$ cat config.mk
export PLATFORM = sky130hd
export DESIGN_NAME = sso_status_out
export DESIGN_NICKNAME = d
export VERILOG_FILES = /design/src/sso_pkg.sv /design/src/sso_por_timer.sv /design/src/sso_zero_speed.sv /design/src/sso_status_out.sv
export SDC_FILE = /design/constraint.sdc
export NUM_CORES = 1
export LEC_CHECK = 0
export BUFFER_PORTS_ARGS = -buffer_cell sky130_fd_sc_hd__buf_2
export CAP_MARGIN = 25
export CORE_UTILIZATION = 45
export CTS_CLUSTER_DIAMETER = 120
export DETAILED_ROUTE_END_ITERATION = 7
export PLACE_DENSITY = 0.8
export SYNTH_ARGS = -nofsm -noshare
export SYNTH_HDL_FRONTEND = slang
export SYNTH_SLANG_ARGS = --single-unit
export TNS_END_PERCENT = 5
$ cat constraint.sdc
create_clock -name pclk -period 2.5 [get_ports pclk]
set_input_delay 0.25 -clock pclk [delete_from_list [all_inputs] [get_ports pclk]]
set_output_delay 0.25 -clock pclk [all_outputs]
set_load 0.03 [all_outputs]
$ cat src/sso_pkg.sv
// Constants shared by the servo status-output block.
// Assumes a 50 MHz control clock and a 32-bit APB register port.
package sso_pkg;
	// Clock rate and power-on settling window
	localparam int CLK_HZ = 50000000;
	localparam int CLK_KHZ = CLK_HZ / 1000;
	localparam int POR_MIN_MS = 2500;
	localparam int POR_MAX_MS = 3500;
	// Whole cycles; the products are exact at this rate, so no rounding is lost
	localparam int POR_MIN_CYC = POR_MIN_MS * CLK_KHZ;
	localparam int POR_MAX_CYC = POR_MAX_MS * CLK_KHZ;
	localparam int POR_DEF_CYC = (POR_MIN_CYC + POR_MAX_CYC) / 2;
	localparam int POR_CNT_W = 28;

	// Zero-speed detection
	localparam logic [15:0] ZSP_LEVEL_RST = 16'h0032;
	localparam logic [16:0] ZSP_HYST = 17'h00014;

	// Warning codes that count as battery warnings
	localparam logic [11:0] WARN_BATT_CABLE = 12'h092;
	localparam logic [11:0] WARN_BATT = 12'h09F;

	// Control modes reported by the core
	localparam logic [1:0] MODE_POS = 2'h0;
	localparam logic [1:0] MODE_VEL = 2'h1;
	localparam logic [1:0] MODE_TRQ = 2'h2;

	// Register byte offsets
	localparam int ADDR_W = 8;
	localparam logic [7:0] OFS_CTRL = 8'h00;
	localparam logic [7:0] OFS_ZSPD = 8'h04;
	localparam logic [7:0] OFS_GPO = 8'h08;
	localparam logic [7:0] OFS_PINS = 8'h0C;
	localparam logic [7:0] OFS_ISTAT = 8'h10;
	localparam logic [7:0] OFS_IMASK = 8'h14;

	// Field positions and widths
	localparam int CTRL_RT_EN = 0;
	localparam int GPO_W = 3;
	localparam int PINS_W = 15;
	localparam int INT_W = 6;
	localparam int INT_WARN = 0;
	localparam int INT_BATT = 1;
	localparam int INT_STOP = 2;
	localparam int INT_ABS = 3;
	localparam int INT_RT = 4;
	localparam int INT_ZSP = 5;

	// Values after reset
	localparam logic CTRL_RT_RST = 1'b0;
	localparam logic [2:0] GPO_RST = 3'h0;
	localparam logic [5:0] IMASK_RST = 6'h00;
endpackage : sso_pkg

$ cat src/sso_por_timer.sv
// Power-on settling timer for the status outputs.
// Assumes reset is released once the control clock runs.
`timescale 1ns/1ns
module sso_por_timer #(
	parameter int unsigned CYCLES = sso_pkg::POR_DEF_CYC
)(
	// Clock and reset
	input wire logic pclk,
	input wire logic presetn,
	// Window elapsed, level
	output logic done
);
	typedef struct packed {
		logic [sso_pkg::POR_CNT_W-1:0] cnt;
		logic done;
	} sso_tmr_s;

	sso_tmr_s st_r;
	sso_tmr_s st_nxt;

	// Count once after reset, then hold done high for good
	always_comb
	begin
		st_nxt = st_r;
		if (!st_r.done)
		begin
			if (st_r.cnt == sso_pkg::POR_CNT_W'(CYCLES - 1))
				st_nxt.done = 1'b1;
			else
				st_nxt.cnt = st_r.cnt + 1'b1;
		end
	end

	always_ff @(posedge pclk or negedge presetn)
	begin
		if (!presetn)
			st_r <= '0;
		else
			st_r <= st_nxt;
	end

	assign done = st_r.done;
endmodule : sso_por_timer

$ cat src/sso_zero_speed.sv
// Zero-speed detector with a fixed hysteresis above the on-level.
// Assumes speed magnitude comes from logic on the same clock.
`timescale 1ns/1ns
module sso_zero_speed (
	// Clock and reset
	input wire logic pclk,
	input wire logic presetn,
	// Speed magnitude and on-level, same units
	input wire logic [15:0] speed_mag,
	input wire logic [15:0] level,
	// Zero speed flag, registered
	output logic zero_speed
);
	typedef struct packed {
		logic zs;
	} sso_zsp_s;

	sso_zsp_s st_r;
	sso_zsp_s st_nxt;
	logic [16:0] off_level;

	// Off-level is wider than the speed so a level near full scale cannot wrap
	assign off_level = {1'b0, level} + sso_pkg::ZSP_HYST;

	// Enter at or below the level, leave only at level plus hysteresis
	always_comb
	begin
		st_nxt = st_r;
		if (!st_r.zs && speed_mag <= level)
			st_nxt.zs = 1'b1;
		else if (st_r.zs && {1'b0, speed_mag} >= off_level)
			st_nxt.zs = 1'b0;
	end

	always_ff @(posedge pclk or negedge presetn)
	begin
		if (!presetn)
			st_r <= '0;
		else
			st_r <= st_nxt;
	end

	assign zero_speed = st_r.zs;
endmodule : sso_zero_speed

$ cat src/sso_status_out.sv
// Servo amplifier status outputs with an APB register port.
// Assumes core status inputs are on pclk; outputs feed pin drivers.
`timescale 1ns/1ns
module sso_status_out #(
	parameter int unsigned POR_CYCLES = sso_pkg::POR_DEF_CYC
)(
	// Clock and reset
	input wire logic pclk,
	input wire logic presetn,
	// APB slave
	input wire logic psel,
	input wire logic penable,
	input wire logic pwrite,
	input wire logic [7:0] paddr,
	input wire logic [31:0] pwdata,
	output logic [31:0] prdata,
	output logic pready,
	output logic pslverr,
	// Core status
	input wire logic warning_active,
	input wire logic [11:0] warning_code,
	input wire logic motor_stop_warning,
	input wire logic alarm_active,
	input wire logic servo_on,
	input wire logic [1:0] ctrl_mode,
	input wire logic gain1_req,
	input wire logic gain2_req,
	input wire logic abs_undetermined,
	input wire logic ride_through_event,
	input wire logic full_loop_on,
	input wire logic [15:0] motor_speed,
	input wire logic [15:0] speed_limit,
	input wire logic [15:0] motor_torque,
	input wire logic [15:0] torque_limit,
	// Status outputs
	output logic warning_out,
	output logic battery_alert_out,
	output logic motor_stop_alert_out,
	output logic gain_set1_active,
	output logic gain_set2_active,
	output logic abs_position_lost,
	output logic ride_through_active,
	output logic full_loop_active,
	output logic brake_interlock,
	output logic speed_limiting,
	output logic zero_speed_detect,
	output logic torque_limiting,
	output logic general_out_a,
	output logic general_out_b,
	output logic general_out_c,
	// Interrupt, level
	output logic irq
);
	// All state in one struct; the pin register doubles as the readback word
	typedef struct packed {
		logic ride_through_enable_setting;
		logic [15:0] zero_speed_level_setting;
		logic [2:0] gpo;
		logic [5:0] istat;
		logic [5:0] imask;
		logic [5:0] ev_prev;
		logic [14:0] pins;
		logic [31:0] rdata;
		logic rerr;
	} sso_main_s;

	sso_main_s st_r;
	sso_main_s st_nxt;
	logic por_done;
	logic zsp_raw;
	logic [15:0] spd_mag;
	logic [15:0] trq_mag;
	logic batt_cond;
	logic torque_mode;
	logic setup_ph;
	logic wr_acc;
	logic [5:0] ev_now;
	logic [5:0] ev_rise;
	logic [14:0] pins_nxt;
	logic [31:0] rd_mux;
	logic rd_err;

	// Settling window after power-on
	// Simulation shortens it through the parameter; hardware keeps the default
	sso_por_timer #(
		.CYCLES(POR_CYCLES)
	) u_por (
		.pclk(pclk),
		.presetn(presetn),
		.done(por_done)
	);

	// Zero speed with hysteresis on the configured level
	// The detector runs through the window; only the pin is gated
	sso_zero_speed u_zsp (
		.pclk(pclk),
		.presetn(presetn),
		.speed_mag(spd_mag),
		.level(st_r.zero_speed_level_setting),
		.zero_speed(zsp_raw)
	);

	// Magnitudes; full-scale negative maps to 0x8000, still correct as unsigned
	// Core inputs share pclk, so they are read without synchronisers
	assign spd_mag = motor_speed[15] ? 16'(-motor_speed) : motor_speed;
	assign trq_mag = motor_torque[15] ? 16'(-motor_torque) : motor_torque;
	assign torque_mode = (ctrl_mode == sso_pkg::MODE_TRQ);
	assign batt_cond = warning_active && (warning_code == sso_pkg::WARN_BATT_CABLE
		|| warning_code == sso_pkg::WARN_BATT);

	// APB phases; zero wait states, so the access phase is always the last
	assign setup_ph = psel && !penable;
	assign wr_acc = psel && penable && pwrite;
	assign pready = penable;

	// Pin values, bit order matches the readback register
	always_comb
	begin
		pins_nxt = '0;
		// Warnings read as on until the window proves none is present
		pins_nxt[0] = !por_done || warning_active;
		pins_nxt[1] = !por_done || batt_cond;
		pins_nxt[2] = !por_done || motor_stop_warning;
		if (por_done)
		begin
			// Gain set 2 takes priority when both are requested
			pins_nxt[3] = gain1_req && !gain2_req;
			pins_nxt[4] = gain2_req;
			pins_nxt[5] = abs_undetermined;
			// Ride-through is reported only once software has enabled it
			pins_nxt[6] = ride_through_event && st_r.ride_through_enable_setting;
			pins_nxt[7] = full_loop_on;
			// No brake delay here; the controller must wait for standstill itself
			pins_nxt[8] = servo_on && !alarm_active;
			// Limits compare magnitudes, so either direction of travel counts
			pins_nxt[9] = servo_on && torque_mode && spd_mag >= speed_limit;
			pins_nxt[10] = zsp_raw;
			pins_nxt[11] = servo_on && !torque_mode && trq_mag >= torque_limit;
			pins_nxt[14:12] = st_r.gpo;
		end
	end

	// Events that raise sticky interrupt bits on their rising edge
	assign ev_now = {zsp_raw, pins_nxt[6], abs_undetermined, motor_stop_warning,
		batt_cond, warning_active};
	assign ev_rise = ev_now & ~st_r.ev_prev;

	// Read mux, sampled in the setup phase so prdata leaves a flip-flop
	// Unmapped words read zero and raise the slave error in the access phase
	always_comb
	begin
		rd_mux = '0;
		rd_err = 1'b0;
		unique case (paddr)
			sso_pkg::OFS_CTRL: rd_mux[sso_pkg::CTRL_RT_EN] = st_r.ride_through_enable_setting;
			sso_pkg::OFS_ZSPD: rd_mux[15:0] = st_r.zero_speed_level_setting;
			sso_pkg::OFS_GPO: rd_mux[2:0] = st_r.gpo;
			sso_pkg::OFS_PINS: rd_mux[14:0] = st_r.pins;
			sso_pkg::OFS_ISTAT: rd_mux[5:0] = st_r.istat;
			sso_pkg::OFS_IMASK: rd_mux[5:0] = st_r.imask;
			default: rd_err = 1'b1;
		endcase
	end

	// Next state: register writes, sticky status, pin update
	always_comb
	begin
		st_nxt = st_r;
		st_nxt.pins = pins_nxt;
		st_nxt.ev_prev = ev_now;
		if (setup_ph)
		begin
			st_nxt.rdata = pwrite ? 32'h00000000 : rd_mux;
			st_nxt.rerr = rd_err;
		end
		if (wr_acc)
		begin
			unique case (paddr)
				sso_pkg::OFS_CTRL: st_nxt.ride_through_enable_setting = pwdata[sso_pkg::CTRL_RT_EN];
				sso_pkg::OFS_ZSPD: st_nxt.zero_speed_level_setting = pwdata[15:0];
				sso_pkg::OFS_GPO: st_nxt.gpo = pwdata[2:0];
				sso_pkg::OFS_ISTAT: st_nxt.istat = st_r.istat & ~pwdata[5:0];
				sso_pkg::OFS_IMASK: st_nxt.imask = pwdata[5:0];
				// Read-only and unmapped words ignore writes
				default: st_nxt.istat = st_r.istat;
			endcase
		end
		// A new event beats a clear in the same cycle
		st_nxt.istat = st_nxt.istat | ev_rise;
	end

	// Settings return to their defaults; pins and status clear
	always_ff @(posedge pclk or negedge presetn)
	begin
		if (!presetn)
		begin
			st_r <= '0;
			st_r.ride_through_enable_setting <= sso_pkg::CTRL_RT_RST;
			st_r.zero_speed_level_setting <= sso_pkg::ZSP_LEVEL_RST;
			st_r.gpo <= sso_pkg::GPO_RST;
			st_r.imask <= sso_pkg::IMASK_RST;
		end
		else
			st_r <= st_nxt;
	end

	// Output wiring from the pin register
	// Every pin leaves a flip-flop, so the controller never sees a decode glitch
	assign warning_out = st_r.pins[0];
	assign battery_alert_out = st_r.pins[1];
	assign motor_stop_alert_out = st_r.pins[2];
	assign gain_set1_active = st_r.pins[3];
	assign gain_set2_active = st_r.pins[4];
	assign abs_position_lost = st_r.pins[5];
	assign ride_through_active = st_r.pins[6];
	assign full_loop_active = st_r.pins[7];
	assign brake_interlock = st_r.pins[8];
	assign speed_limiting = st_r.pins[9];
	assign zero_speed_detect = st_r.pins[10];
	assign torque_limiting = st_r.pins[11];
	assign general_out_a = st_r.pins[12];
	assign general_out_b = st_r.pins[13];
	assign general_out_c = st_r.pins[14];
	assign irq = |(st_r.istat & st_r.imask);
	assign prdata = st_r.rdata;
	assign pslverr = penable && st_r.rerr;
endmodule : sso_status_out

==> results.json <==
{
  "hold_path_end": "st_r[51]",
  "syn_avg_cell_area_um2": 9.43,
  "portBuffers": 149,
  "clockBufferDepth": 2,
  "period_share": 1.09,
  "ys_seq_area_frac": 0.367,
  "antenna_left": 0,
  "final_common_cell": "buf_2",
  "synth_cell_type_count": 57,
  "synth_seq_cells": 99,
  "status": "finished, violations left",
  "layout_min_cycle_time_ps": 2730,
  "comb_power_share": 0.205,
  "hp-start": "abs_undetermined",
  "seqPwrFrac": 0.421,
  "powerDensity_nw_per_um2": 455,
  "crit_required_ps": 2750,
  "design.die.area_um2": 15500,
  "grt_pass1_vias": 5854,
  "final_cell_mix": "146 x buf_2, 96 x dfrtp_1, 79 x buf_4",
  "clock.fmax_mhz": 366,
  "synth_edf_count": 0,
  "crit_fanout": 3,
  "top_register": "st_r",
  "fin_ws_ps": -230,
  "grt_max_degree": 100,
  "grt.overflow.total": 0,
  "synth_compound_area_frac": 0.116,
  "yosys-top-cells-area": "dfrtp_1 36%, ha_1 12%, xnor2_1 7.1%",
  "reg2reg_depth": 10,
  "p_int_mw": 2.92,
  "synthMuxAreaShare": 0.0686,
  "largest_register_ff_count": 38,
  "core_um2": 14600,
  "setup_tns_ps": -415,
  "totalWireLength_mm": 16.5,
  "synth_top_family_by_area": "simple AND/OR/NAND/NOR gates",
  "regArea_um2": 2480,
  "route.vias.total": 5881,
  "ir_drop_mv": 0.348,
  "cts_tree": "built",
  "clk_pin_slew_worst_paths_ps": 70,
  "synthAdderAreaFrac": 0.118,
  "root_buffer": "clkbuf_16",
  "clock_sinks": 99,
  "num_rows": 44,
  "async_flop_share": 1.00,
  "hold_viol": 0,
  "crit_type": "input pin to register",
  "synth_area_um2": 6760,
  "cts_max_level": 3,
  "switchingPower_mw": 1.01,
  "violations": "setup timing",
  "dieHeight_um": 125,
  "crit_path_start_kind": "input pin",
  "total_power_mw": 3.93,
  "multiInputGateArea_um2": 3960,
  "hold-path-cell-count": 1,
  "dp_hpwl_mm": 13.1,
  "power.leakage_nw": 4.30,
  "skew_ps": 5.82,
  "cp_data_arrival_time_ps": 2980,
  "yosys.area_share.simple": 0.163,
  "reg2reg_from": "st_r[74]",
  "synth_xor_area_frac": 0.0866,
  "reg2reg_slack_ps": -30,
  "io_pins": 182,
  "routabilityCongestion": 0.860,
  "netlist.area_leader.share": 0.355,
  "rsz0062_at_grt": "true",
  "max-slew-margin-rel": 0.635,
  "cp-end-kind": "register",
  "drcViolationCount": 0,
  "die_w_um": 125,
  "finalMaxSlewViolations": 0,
  "cts_buffers": 9,
  "setup_violations": 2,
  "swShare": 0.257,
  "synth_area_leader_cell": "dfrtp_1",
  "ys.flop_type": "dfrtp_1",
  "final_nets": 1121,
  "area_growth_pct": 27.9,
  "drt_iter0_markers": 295,
  "power_frac_clock": 0.375,
  "r2r-end": "u_zsp.zero_speed",
  "grt_antenna_before_repair": 1,
  "route.detailed.vias_per_inst": 5.27,
  "hp-class": "input pin to register",
  "yosysWarningCount": 0,
  "wire_per_inst_um": 14.8,
  "grt_usage": 0.215,
  "first_pass_iters": 5,
  "initial_core_util": 0.464,
  "tightest_slew_ps": 545,
  "synth_cells": 717,
  "insertion_delay_ps": 340,
  "grt_pass1_wl_mm": 27.1,
  "drive_gt1_frac": 0.326,
  "maxCapViolations": 0,
  "n_fill_cell": 1208
}
-- how the worst max path moves through the flow --
| stage | startpoint | endpoint | slack [ps] |
|---|---|---|---|
| 4_1_cts | motor_speed[1] | u_zsp.zero_speed | -100 |
| 6_report | motor_speed[0] | u_zsp.zero_speed | -230 |
| 3_5_place_dp | motor_speed[1] | u_zsp.zero_speed | -630 |
| 3_3_place_gp | motor_speed[1] | u_zsp.zero_speed | -560 |
| 2_1_floorplan | motor_speed[1] | u_zsp.zero_speed | -280 |
| 5_1_grt | motor_speed[0] | u_zsp.zero_speed | -310 |
-- stage by stage --
stage,instance area [µm²],hold WS (ps),std cells,utilization,setup WS [ps]
final,8650,40.3,1115,0.593,-230
after global routing,8640,35.9,1114,0.593,-307
after CTS,8530,33.2,1110,0.585,-101
after detailed placement,8120,350,1091,0.557,-626
after global placement,8120,348,1091,0.557,-558
after floorplan,6880,-45.6,732,-,-281
-- power groups by stage --
stage / clock [mW] / combinational (mW) / sequential, mW
2_1_floorplan: 0 / 0.440 / 1.67
3_3_place_gp: 0 / 0.737 / 1.68
3_5_place_dp: 0 / 0.756 / 1.68
4_1_cts: 1.50 / 0.778 / 1.65
5_1_grt: 1.57 / 0.906 / 1.66
6_report: 1.47 / 0.805 / 1.65
-- layer usage --
layer	vias to the layer above	routed length, µm	GRT usage
met3	32	950	0.0511
met4	0	316	0.0510
met5	-	0	0
met1	2763	7080	0.270
li1	2889	-	-
met2	197	8160	0.370
-- cells by family (layout without fill, tap and decap cells) --
family	count (synthesis)	in the layout
AOI/OAI and AO/OA	118	118
other	1	17
muxes	43	43
xor gates and xnor gates	66	66
and+or+nand+nor	216	216
buffers and inverters	110	308
DFF	99	99
adders and majority gates	64	64
-- critical path, cell delays in order --
cell,delay (ps)
buf_12,110
inv_12,40
ha_4,110
or4b_4,470
or3b_4,460
o31ai_4,270
xnor2_2,150
ha_4,290
nand4_1,60
nor3_1,330
buf_4,190
a211oi_2,50
a211oi_1,200
-- final cells by class --
class | instances | share of cell area
multi-input combinational | 523 | 0.458
sequential | 99 | 0.287
timing repair buffer | 229 | 0.161
inverter | 63 | 0.0302
clock buffer | 12 | 0.0285
tap | 184 | 0.0266
clock inverter | 4 | 0.00854
antenna | 1 | 0.000289
-- cell usage after synthesis (all sizes together) (3+ instances only) --
| cell | n |
|---|---|
| dfstp | 3 |
| a211o | 4 |
| xor2 | 11 |
| and2 | 9 |
| nand4 | 14 |
| o2111ai | 4 |
| nor3 | 8 |
| and3 | 9 |
| a21oi | 17 |
| nand2b | 9 |
| xnor2 | 55 |
| buf | 34 |
| a22o | 4 |
| nor2 | 35 |
| a211oi | 7 |
| ha | 64 |
| mux2 | 27 |
| nand3 | 21 |
| nor4 | 11 |
| o21ai | 34 |
| o31ai | 12 |
| or4 | 5 |
| dfrtp | 96 |
| a22oi | 5 |
| o41ai | 5 |
| clkbuf | 13 |
| nor2b | 6 |
| or3 | 3 |
| nand2 | 71 |
| inv | 63 |
| a21o | 11 |
| mux2i | 16 |
| and4 | 5 |
-- what timing repair did --
item,4_1_cts,5_1_grt
setup buffers,2,4
pin swaps,6,15
endpoints found under the setup margin,3,3
hold endpoints to repair,95,0
resized for setup,15,18
hold buffers,1,0
No activity file was read; power rests on OpenSTA's default activity.
